## config.mk

```make
export PLATFORM = sky130hd
export DESIGN_NAME = gated_sixteen_bit_timer
export DESIGN_NICKNAME = d
export VERILOG_FILES = /design/src/hdl/gated_sixteen_bit_timer.v
export VERILOG_INCLUDE_DIRS = /design/src /design/src/hdl
export SDC_FILE = /design/constraint.sdc
export NUM_CORES = 1
export LEC_CHECK = 0
export ABC_AREA = 0
export BUFFER_PORTS_ARGS = -buffer_cell sky130_fd_sc_hd__buf_2
export CAP_MARGIN = 5
export CORE_UTILIZATION = 55
export DETAILED_ROUTE_END_ITERATION = 16
export GPL_ROUTABILITY_DRIVEN = 0
export PLACE_DENSITY = 0.84
export SYNTH_ARGS = -nofsm -noshare
export SYNTH_HDL_FRONTEND = slang
export SYNTH_SLANG_ARGS = --single-unit
```

## constraint.sdc

```tcl
create_clock -name ref_clk -period 2.75 [get_ports ref_clk]
set_input_delay 0.1375 -clock ref_clk [delete_from_list [all_inputs] [get_ports ref_clk]]
set_output_delay 0.1375 -clock ref_clk [all_outputs]
set_load 0.005 [all_outputs]
```

## src/hdl/gated_timer_regs.vh

```
// Register offsets, field positions and reset values of the gated 16-bit timer.
// Included by the timer module; holds definitions only.
`ifndef GATED_TIMER_REGS_VH
`define GATED_TIMER_REGS_VH

// Byte addresses on the APB slave
`define TMR_ADDR_CONTROL   12'h000
`define TMR_ADDR_COUNT_LO  12'h004
`define TMR_ADDR_COUNT_HI  12'h008
`define TMR_ADDR_IRQ       12'h00c
`define TMR_ADDR_CAPCMP    12'h010
`define TMR_ADDR_CCMODE    12'h014
`define TMR_ADDR_AUX       12'h018
`define TMR_ADDR_STATUS    12'h01c

// Control register fields
`define CTL_RUN            0
`define CTL_CLKSRC         1
`define CTL_SYNCDIS        2
`define CTL_OSCEN          3
`define CTL_PS_LO          4
`define CTL_PS_HI          5
`define CTL_GATE_EN        6
`define CTL_GATE_POL       7
`define CTL_RESET          8'h00

// Interrupt register fields
`define IRQ_FLAG           0
`define IRQ_TIMER_EN       1
`define IRQ_PERIPH_EN      2
`define IRQ_GLOBAL_EN      3

// Capture/compare mode register fields
`define CC_CAPTURE_EN      0
`define CC_COMPARE_EN      1
`define CC_SPECIAL_EN      2

// Comparator auxiliary control fields
`define AUX_GATE_SRC       1

`endif

```

## src/hdl/gated_sixteen_bit_timer.v

```verilog
// Gated 16-bit up-counter with prescaler, clock source select, capture/compare
// time base and overflow interrupt/wake logic, reached over APB.
// Assumes one system clock; external pins are asynchronous and synchronised here.
// Byte loads are not buffered: stop the timer for a clean 16-bit load.
`timescale 1ns/1ps
`include "gated_timer_regs.vh"

module gated_sixteen_bit_timer #(
    parameter QUARTER_DIV = 4
) (
    // Clock and reset
    input  wire        ref_clk,
    input  wire        rst,
    // APB slave
    input  wire        psel,
    input  wire        penable,
    input  wire        pwrite,
    input  wire [11:0] paddr,
    input  wire [31:0] pwdata,
    output reg  [31:0] prdata,
    output reg         pready,
    output reg         pslverr,
    // Pins and neighbours
    input  wire        extClockPin,
    input  wire        gatePin,
    input  wire        comparatorTwoOutput,
    input  wire        captureEvent,
    input  wire        sleepMode,
    // Results
    output reg         irqRequest,
    output reg         wakeRequest,
    output reg         vectorRequest,
    output reg         compareEvent,
    output reg         incrementTick,
    output reg         lowPowerOscOn
);

    // ----------------------------------------
    // Registers
    // ----------------------------------------
    reg  [7:0]  timerOneControl;
    reg  [7:0]  countLowByte;
    reg  [7:0]  countHighByte;
    reg         overflowFlag;
    reg         overflowIrqEnable;
    reg         peripheralIrqEnable;
    reg         globalIrqEnable;
    reg  [15:0] capcmp;
    reg  [2:0]  ccMode;
    reg         gateSourceSelect;
    reg  [2:0]  prescaleCount;
    reg  [1:0]  quarterCount;
    // Pin synchronisers: the first stage feeds only the next stage, never any logic
    reg         extSync1;
    reg         extSync2;
    reg         extSync3;
    reg         extSync4;
    reg         gateSync1;
    reg         gateSync2;
    reg         cmpSync1;
    reg         cmpSync2;
    reg         capSync1;
    reg         capSync2;
    reg         capSync3;

    wire [15:0] count = {countHighByte, countLowByte};
    wire        runBit = timerOneControl[`CTL_RUN];
    wire        clkSrc = timerOneControl[`CTL_CLKSRC];
    wire        syncDis = timerOneControl[`CTL_SYNCDIS];
    wire [1:0]  prescaleSelect = timerOneControl[`CTL_PS_HI:`CTL_PS_LO];

    // ----------------------------------------
    // Clock source and gate
    // ----------------------------------------
    // The unsynchronised path still needs sampling here; it uses one stage
    // fewer of latency, so a trigger landing near its edge may be missed.
    wire extEdgeSync = extSync3 & ~extSync4;
    wire extEdgeAsync = extSync2 & ~extSync3;
    wire extEdge = syncDis ? extEdgeAsync : extEdgeSync;
    wire internalTick = (quarterCount == 2'd3);
    wire sourceTick = clkSrc ? extEdge : internalTick;
    // In sleep only the unsynchronised external path keeps counting
    wire sleepOk = ~sleepMode | (clkSrc & syncDis);
    // The gate is seen two clocks late, after its synchroniser
    wire gateSource = gateSourceSelect ? cmpSync2 : gateSync2;
    wire gateLevel = timerOneControl[`CTL_GATE_POL] ? gateSource : ~gateSource;
    // With gating off the gate level is ignored and counting is continuous
    wire gateOpen = ~timerOneControl[`CTL_GATE_EN] | gateLevel;
    wire countEnable = runBit & gateOpen & sleepOk;

    // The divider counts ticks of the selected source, not system clocks
    reg  prescaleDone;
    always @* begin
        case (prescaleSelect)
            2'd0:    prescaleDone = 1'b1;
            2'd1:    prescaleDone = (prescaleCount[0] == 1'b1);
            2'd2:    prescaleDone = (prescaleCount[1:0] == 2'd3);
            default: prescaleDone = (prescaleCount == 3'd7);
        endcase
    end
    wire increment = countEnable & sourceTick & prescaleDone;

    // ----------------------------------------
    // Bus decode
    // ----------------------------------------
    // pready stands only in the access phase, so each write commits once
    wire access = psel & penable & pready;
    wire busWrite = access & pwrite;
    wire wrLow = busWrite & (paddr == `TMR_ADDR_COUNT_LO);
    wire wrHigh = busWrite & (paddr == `TMR_ADDR_COUNT_HI);
    wire wrIrq = busWrite & (paddr == `TMR_ADDR_IRQ);
    // Unmapped addresses answer with an error and match no write decode
    wire mapped = (paddr == `TMR_ADDR_CONTROL) |
                  (paddr == `TMR_ADDR_COUNT_LO) |
                  (paddr == `TMR_ADDR_COUNT_HI) |
                  (paddr == `TMR_ADDR_IRQ) |
                  (paddr == `TMR_ADDR_CAPCMP) |
                  (paddr == `TMR_ADDR_CCMODE) |
                  (paddr == `TMR_ADDR_AUX) |
                  (paddr == `TMR_ADDR_STATUS);

    wire match = ccMode[`CC_COMPARE_EN] & (capcmp == count);
    wire specialClear = match & ccMode[`CC_SPECIAL_EN];
    // Wrap comes only from an increment, so a special clear never sets the flag
    wire wrap = increment & (count == 16'hffff);
    wire captureHit = ccMode[`CC_CAPTURE_EN] & capSync2 & ~capSync3;

    // Byte writes first, then the special clear, then the increment; the
    // clear is lost when software loads a byte in the same cycle
    reg [15:0] next_count;
    always @* begin
        next_count = count;
        if (wrLow | wrHigh) begin
            if (wrLow)
                next_count[7:0] = pwdata[7:0];
            if (wrHigh)
                next_count[15:8] = pwdata[7:0];
        end else if (specialClear) begin
            next_count = 16'h0000;
        end else if (increment) begin
            next_count = count + 16'h0001;
        end
    end

    reg [31:0] next_prdata;
    always @* begin
        next_prdata = 32'h0000_0000;
        case (paddr)
            `TMR_ADDR_CONTROL:  next_prdata = {24'h000000, timerOneControl};
            `TMR_ADDR_COUNT_LO: next_prdata = {24'h000000, countLowByte};
            `TMR_ADDR_COUNT_HI: next_prdata = {24'h000000, countHighByte};
            `TMR_ADDR_IRQ:      next_prdata = {28'h0000000, globalIrqEnable,
                                     peripheralIrqEnable, overflowIrqEnable, overflowFlag};
            `TMR_ADDR_CAPCMP:   next_prdata = {16'h0000, capcmp};
            `TMR_ADDR_CCMODE:   next_prdata = {29'h00000000, ccMode};
            `TMR_ADDR_AUX:      next_prdata = {30'h00000000, gateSourceSelect, 1'b0};
            `TMR_ADDR_STATUS:   next_prdata = {30'h00000000, gateOpen, countEnable};
            default:            next_prdata = 32'h0000_0000;
        endcase
    end

    // ----------------------------------------
    // Synchronisers and dividers
    // ----------------------------------------
    always @(posedge ref_clk or posedge rst) begin
        if (rst) begin
            extSync1 <= 1'b0;
            extSync2 <= 1'b0;
            extSync3 <= 1'b0;
            extSync4 <= 1'b0;
            gateSync1 <= 1'b0;
            gateSync2 <= 1'b0;
            cmpSync1 <= 1'b0;
            cmpSync2 <= 1'b0;
            capSync1 <= 1'b0;
            capSync2 <= 1'b0;
            capSync3 <= 1'b0;
            quarterCount <= 2'd0;
            prescaleCount <= 3'd0;
        end else begin
            extSync1 <= extClockPin;
            extSync2 <= extSync1;
            extSync3 <= extSync2;
            extSync4 <= extSync3;
            gateSync1 <= gatePin;
            gateSync2 <= gateSync1;
            cmpSync1 <= comparatorTwoOutput;
            cmpSync2 <= cmpSync1;
            capSync1 <= captureEvent;
            capSync2 <= capSync1;
            capSync3 <= capSync2;
            quarterCount <= quarterCount + 2'd1;
            // Restart when stopped so a new run begins with a full division
            if (!runBit)
                prescaleCount <= 3'd0;
            else if (countEnable & sourceTick)
                prescaleCount <= prescaleCount + 3'd1;
        end
    end

    // ----------------------------------------
    // Counter, flags and bus registers
    // ----------------------------------------
    always @(posedge ref_clk or posedge rst) begin
        if (rst) begin
            timerOneControl <= `CTL_RESET;
            countLowByte <= 8'h00;
            countHighByte <= 8'h00;
            overflowFlag <= 1'b0;
            overflowIrqEnable <= 1'b0;
            peripheralIrqEnable <= 1'b0;
            globalIrqEnable <= 1'b0;
            capcmp <= 16'h0000;
            ccMode <= 3'd0;
            gateSourceSelect <= 1'b0;
            prdata <= 32'h0000_0000;
            pready <= 1'b0;
            pslverr <= 1'b0;
        end else begin
            pready <= psel & ~penable;
            pslverr <= psel & ~penable & ~mapped;
            // A write setup loads zero, so an error answer never shows stale data
            if (psel & ~penable)
                prdata <= pwrite ? 32'h0000_0000 : next_prdata;
            if (busWrite & (paddr == `TMR_ADDR_CONTROL))
                timerOneControl <= pwdata[7:0];
            if (busWrite & (paddr == `TMR_ADDR_CCMODE))
                ccMode <= pwdata[2:0];
            if (busWrite & (paddr == `TMR_ADDR_AUX))
                gateSourceSelect <= pwdata[`AUX_GATE_SRC];
            // Counter bytes take the value worked out above
            countLowByte <= next_count[7:0];
            countHighByte <= next_count[15:8];
            // A capture beats a bus write of the same register
            if (captureHit)
                capcmp <= count;
            else if (busWrite & (paddr == `TMR_ADDR_CAPCMP))
                capcmp <= pwdata[15:0];
            // A wrap in the clearing cycle keeps the flag set
            // Writing one raises the flag too, as a software-made interrupt
            if (wrap & ~(wrLow | wrHigh) & ~specialClear)
                overflowFlag <= 1'b1;
            else if (wrIrq)
                overflowFlag <= pwdata[`IRQ_FLAG];
            if (wrIrq) begin
                overflowIrqEnable <= pwdata[`IRQ_TIMER_EN];
                peripheralIrqEnable <= pwdata[`IRQ_PERIPH_EN];
                globalIrqEnable <= pwdata[`IRQ_GLOBAL_EN];
            end
        end
    end

    // ----------------------------------------
    // Registered outputs
    // ----------------------------------------
    always @(posedge ref_clk or posedge rst) begin
        if (rst) begin
            irqRequest <= 1'b0;
            wakeRequest <= 1'b0;
            vectorRequest <= 1'b0;
            compareEvent <= 1'b0;
            incrementTick <= 1'b0;
            lowPowerOscOn <= 1'b0;
        end else begin
            // Requests are levels; they drop once software clears the flag
            irqRequest <= overflowFlag & overflowIrqEnable &
                          peripheralIrqEnable & globalIrqEnable;
            wakeRequest <= sleepMode & overflowFlag & runBit &
                           overflowIrqEnable & peripheralIrqEnable;
            // After wake the core goes on; the vector only with global enable
            vectorRequest <= overflowFlag & overflowIrqEnable &
                             peripheralIrqEnable & globalIrqEnable & ~sleepMode;
            compareEvent <= match;
            incrementTick <= increment;
            // The oscillator lives outside; this only asks for it
            lowPowerOscOn <= timerOneControl[`CTL_OSCEN];
        end
    end

endmodule

```

# Word level (Yosys, flattened, before mapping)
# Cells that the tools add are included.
# op_classes
n_bitwise,54
n_addsub,3
muxes,18
eq_ne,17
reduce_logical,7
# op_table
operator,count
$pmux W16 S8,1
$mux W16,5
$eq A12 B5 Y1 const B,4
$and A1 B1 Y1,34
$mux W32,1
$eq A12 B4 Y1 const B,2
$add A16 B1 Y16 const B,1
$eq A16 B16 Y1,1
$eq A16 B16 Y1 const B,1
$mux W8,2
$eq A12 B3 Y1 const B,1
$logic_not A12 Y1,1
$not A1 Y1,10
$or A1 B1 Y1,10
$eq A2 B2 Y1 const B,3
$mux W1,6
$mux W3,2
$ne A2 B2 Y1 const B,2
$reduce_and A2 Y1,2
$reduce_bool A2 Y1,2
$add A3 B1 Y3 const B,1
$eq A3 B3 Y1 const B,1
$pmux W1 S3,1
$reduce_bool A3 Y1,1
other kinds (4),4
# word_totals
in_bits,54
out_inout_bits,40
wordCells,131
regBits,104

# Longest topological paths before layout
# logic_depth
depth_word,12
mapped_depth,9
depth_no_buf,7

# Worst setup path before layout
# No wires, ideal clock.
# synth_path
path_type,flip-flop to flip-flop
start,reg prescaleCount[0]
end,reg countHighByte[0]
arrival_time_ns,1.965
synth_period_minus_slack_ns,2.086
setup_time_ns,0.122
stages_incl_launch_ff,8
required_time_ns,2.628
slack_ns,0.664
n_path_buf,0
cell_sequence,dfrtp_1 -> ha_1 -> ha_1 -> mux2i_1 -> a22o_1 -> or3_4 -> or3_1 -> a32o_1
# synth_between
elab_chain_len,5
elab_cells_between_ends,6
cone_classes,eq/ne (2); mux (1); bitwise (1); reduce/logical (2)
# synth_rtl
element,line,rtl
"start, declared",gated_sixteen_bit_timer.v:51,reg [2:0] prescaleCount;
"start signal, assigned",gated_sixteen_bit_timer.v:197,prescaleCount <= prescaleCount + 3'd1;
$eq A3 B3 Y1 or $eq A2 B2 Y1 (tied branches),"gated_sixteen_bit_timer.v:98, gated_sixteen_bit_timer.v:97",
$pmux W1 S3 *,gated_sixteen_bit_timer.v:94,case (prescaleSelect)
$and A1 B1 Y1 *,gated_sixteen_bit_timer.v:101,wire increment = countEnable & sourceTick & prescaleDone;
$reduce_bool A3 Y1 (no source line) *,n/a,
$reduce_and A2 Y1 (no source line) *,n/a,
"end signal, assigned",gated_sixteen_bit_timer.v:233,countHighByte <= next_count[15:8];
"end, declared",gated_sixteen_bit_timer.v:43,reg [7:0] countHighByte;
# Mark *: on every way between the ends. The rest lies on a longest branch, timed or not.
# A chain may end at the register's enable or synchronous reset.

# Final worst setup path
# layout_path
start,reg countLowByte[5]
end,reg countLowByte[1]
# layout_between
elab_chain_len,5
elab_cells_between_ends,7
cone_classes,eq/ne (1); mux (2); bitwise (2); reduce/logical (2)
# layout_rtl
element,line,rtl
"start, declared",gated_sixteen_bit_timer.v:42,reg [7:0] countLowByte;
"start signal, assigned",gated_sixteen_bit_timer.v:232,countLowByte <= next_count[7:0];
$eq A16 B16 Y1 *,gated_sixteen_bit_timer.v:122,wire match = ccMode[`CC_COMPARE_EN] & (capcmp == count);
$and A1 B1 Y1 *,gated_sixteen_bit_timer.v:122,
$and A1 B1 Y1 *,gated_sixteen_bit_timer.v:123,wire specialClear = match & ccMode[`CC_SPECIAL_EN];
$reduce_bool A3 Y1 (no source line) or $mux W16 (tied branches),n/a,
$reduce_and A2 Y1 (no source line) or $mux W16 (tied branches),n/a,
# Marks and branches as above.

==> summary.md <==
| Metric | Value |
|---|---|
| Relative slew slack | `0.341` |
| Reg2reg path depth | `5` |
| Power Density | `approximately 450 nW/um2` |
| Critical Path RT | `around 3.0 ns` |
| Post-route ant nets | `0` |
| Final setup viols | `0` |
| Final slew viol count | `0` |
| Post-DP HPWL | `8.60 mm` |
| Pleak | `approximately 2.5 nW` |
| Pin count of the biggest net entering global routing | `53` |
| CTS H-tree lvls | `3` |
| Achievable Freq | `~420 MHz` |
| All-Layer GR Usage | `0.282` |
| Cts repair resizes | `0` |
| Vias in the first global route | `approximately 3.8k` |
| Post-synth EDFFs | `0` |
| R2R Setup Slk | `0.35 ns` |
| Number of buffers created by CTS | `9` |
| Min-delay src | `pwdata[4]` |
| Max Cap Violations | `0` |
| Clk_lat worst skew | `0.37 ns` |
| Pre-antenna DRT Iters | `6` |
| Clk sinks | `about 90` |
| Final Cycle Share | `0.873` |
| Drt total wl | `11.8 mm` |
| Antenna Cells | `0` |
| CP Launch Type | `flip-flop` |
| WP data arrival | `2.65 ns` |
| Avg Cell Area, Syn | `~10 um2` |
| Yosys reg bits | `88` |
| Place WS | `a little over 0.4 ns` |
| VDD IR max | `0.000285 V` |
| Die Y | `between 90 and 100 um` |
| First-pass GRT wire length | `between 15 and 20 mm` |
| CP Class | `flip-flop to flip-flop` |
| Async set or reset register ratio after synthesis | `1.00` |
| Initial drt markers | `roughly 560` |
| Design area | `5340 um2` |
| Reg-to-reg endpoint | `countLowByte[1]$_DFFE_PP0P_` |
| RSZ-0062 raised after global routing | `no` |
| Final worst slack | `between 0.3 and 0.4 ns` |
| Hold Path Sink | `timerOneControl[4]$_DFFE_PP0P_` |
| Worst Tran Pin Value | `a little under 1 ns` |
| Total grt overflow | `0` |
| Outcome | `completed` |
| Final-stage net count | `around 600` |
| DP Area | `~5100 um2` |
| YS warnings | `0` |
| Routed wire per std cell | `18.5 um` |
| Number of I/O pins | `94` |
| Reg2Reg Launch Point | `countLowByte[5]$_DFFE_PP0P_` |
| Post-synth top flop | `dfrtp_1` |
| Share of layout cells above drive strength 1 | `0.215` |
| Worst Hold Depth | `2` |
| Yosys top cell by area | `dfrtp_1` |
| Fin. Hold Viols | `0` |
| Crit path max fanout | `10` |
| Area Overhead vs Synth | `12.1%` |
| DR vias | `3955` |
| Post-synth cell types | `57` |
| Die ar. | `roughly 9000 um2` |
| Fillers | `between 600 and 700` |
| Post-Syn Instances | `between 400 and 500` |
| Total negative slack for setup checks | `0 ns` |
| Core area | `slightly above 8000 um2` |
| Root Driver | `clkbuf_8` |
| Total Power | `~2.4 mW` |
| Fin Clk Skew | `~0.017 ns` |
| Initial antenna violation count | `0` |
| Worst hold margin | `a little under 0.04 ns` |
| Min Tclk post-route | `2.40 ns` |
| Worst Setup End Kind | `flip-flop` |
| Synth area leaders | `dfrtp_1, mux2i_1, mux2_2` |
| Top-area cell type share of the netlist area | `0.463` |
| Worst Hold Class | `primary input to flip-flop` |
| Starting density of the core | `0.573` |
| Routed vias/inst | `6.22` |
| IO buf count | `61` |
| Sequential cell area fraction in the yosys report | `0.463` |
| Die W | `between 90 and 100 um` |
| Mapped Area | `roughly 4800 um2` |
| Rows | `33` |
| DR DRC count | `0` |
| CTS tree | `yes` |
| Clock slew at reported path FFs | `about 0.08 ns` |
| Max Buffers Root-to-Sink | `2` |
cells in the mapped netlist (all sizes together) (5+ instances only):
master	n
a21oi	16
a22o	15
a22oi	5
a32o	10
and2	5
and4	6
buf	30
clkbuf	18
dfrtp	88
inv	14
mux2	17
mux2i	24
nand2	41
nand2b	6
nand3	20
nand4	10
nor2	28
nor2b	5
nor3	8
o21ai	39
xnor2	10
kinds of logic after synthesis:
logic type | count (synthesis) | share of synthesized area
muxes | 44 | 0.105
adders and majority gates | 4 | 0.0105
other | 1 | 0.000788
xor gates and xnor gates | 14 | 0.0258
and+or+nand+nor | 153 | 0.178
buffers and inverters | 62 | 0.0652
DFF | 88 | 0.463
AOI/OAI and AO/OA | 107 | 0.152
worst max path at each step:
stage	from	to	cells after the start	slack [ns]
2_1_floorplan	rst	capSync1$_DFF_PP0_	1	0.33
3_3_place_gp	countLowByte[5]$_DFFE_PP0P_	countLowByte[1]$_DFFE_PP0P_	5	0.49
3_5_place_dp	countLowByte[5]$_DFFE_PP0P_	countLowByte[1]$_DFFE_PP0P_	5	0.41
4_1_cts	countLowByte[5]$_DFFE_PP0P_	countLowByte[1]$_DFFE_PP0P_	5	0.38
5_1_grt	countLowByte[4]$_DFFE_PP0P_	countLowByte[1]$_DFFE_PP0P_	5	0.19
6_report	countLowByte[5]$_DFFE_PP0P_	countLowByte[1]$_DFFE_PP0P_	5	0.35
registers in the layout (all words and copies together), names as in the netlist, 2 cells and up:
signal / cells
prdata: 16
countLowByte: 8
capcmp: 16
prescaleCount: 3
timerOneControl: 8
countHighByte: 8
quarterCount: 2
ccMode: 3
metal layers:
metal  GRT usage  up-vias  wire length (um)
met1       0.360     1901              4790
met3      0.0750       34              1040
met5           0        -                 0
met4       0.110        0               323
met2       0.457      227              5640
li1            -     1793                 -
final cells by class:
cell class | count | area (um2) | share of cell area
repair buffers | 77 | 440 | 0.0825
inverters | 14 | 53.8 | 0.0101
well taps | 105 | 131 | 0.0246
multi-input cells | 338 | 2300 | 0.432
clock buffers | 9 | 124 | 0.0232
clock inverters | 5 | 81.3 | 0.0152
flip-flops and latches | 88 | 2200 | 0.413
repair_timing:
item / in CTS / in global routing
buffers inserted: 0 / 0
hold endpoints to repair: 55 / 0
hold buffers: 6 / 0
critical path, cell delays in order, from the launching register on:
cell and delay, ns:
dfrtp_1 0.47, a222oi_1 0.40, and4_1 0.39, and2_1 0.28, o21a_1 0.38, mux2_1 0.36
power breakdown:
part / switching (mW) / total, mW / internal [mW]
combinational: 0.0869 / 0.134 / 0.0466
sequential: 0.00389 / 1.31 / 1.30
clock: 0.463 / 0.967 / 0.503
cells in the final DEF, fill, tap and decap left out, types with 3 or more instances in the layout:
cell,Yosys,final
inv_1,14,13
and3_1,3,3
o21a_1,3,3
buf_4,17,10
buf_2,11,61
clkbuf_8,0,9
or3_1,3,3
o21ai_1,7,7
a22o_1,15,15
and2_1,5,5
nor3b_1,4,4
nor3_1,7,7
ha_1,4,4
nand2_1,41,41
xnor2_1,10,10
o21ai_0,32,32
nand4_1,10,10
a22oi_1,5,5
nor2_1,26,26
nor2b_1,5,5
a32o_1,10,10
nand3_1,19,19
o311ai_1,3,3
mux2_2,15,15
dlygate4sd3_1,0,6
nand2b_1,6,6
mux2i_1,24,24
a21oi_1,15,15
dfrtp_1,88,88
and4_1,6,6
xor2_1,4,4
mux4_2,3,3
a31oi_1,3,3
conb_1,1,16
o211ai_1,3,3
nand3b_1,3,3
per-stage QoR:
step           std cells   util
2_1_floorplan        488      -
3_3_place_gp         616  0.611
3_5_place_dp         616  0.611
4_1_cts              636  0.643
5_1_grt              636  0.643
6_report             636  0.643
(Power assumes the default switching activity.)
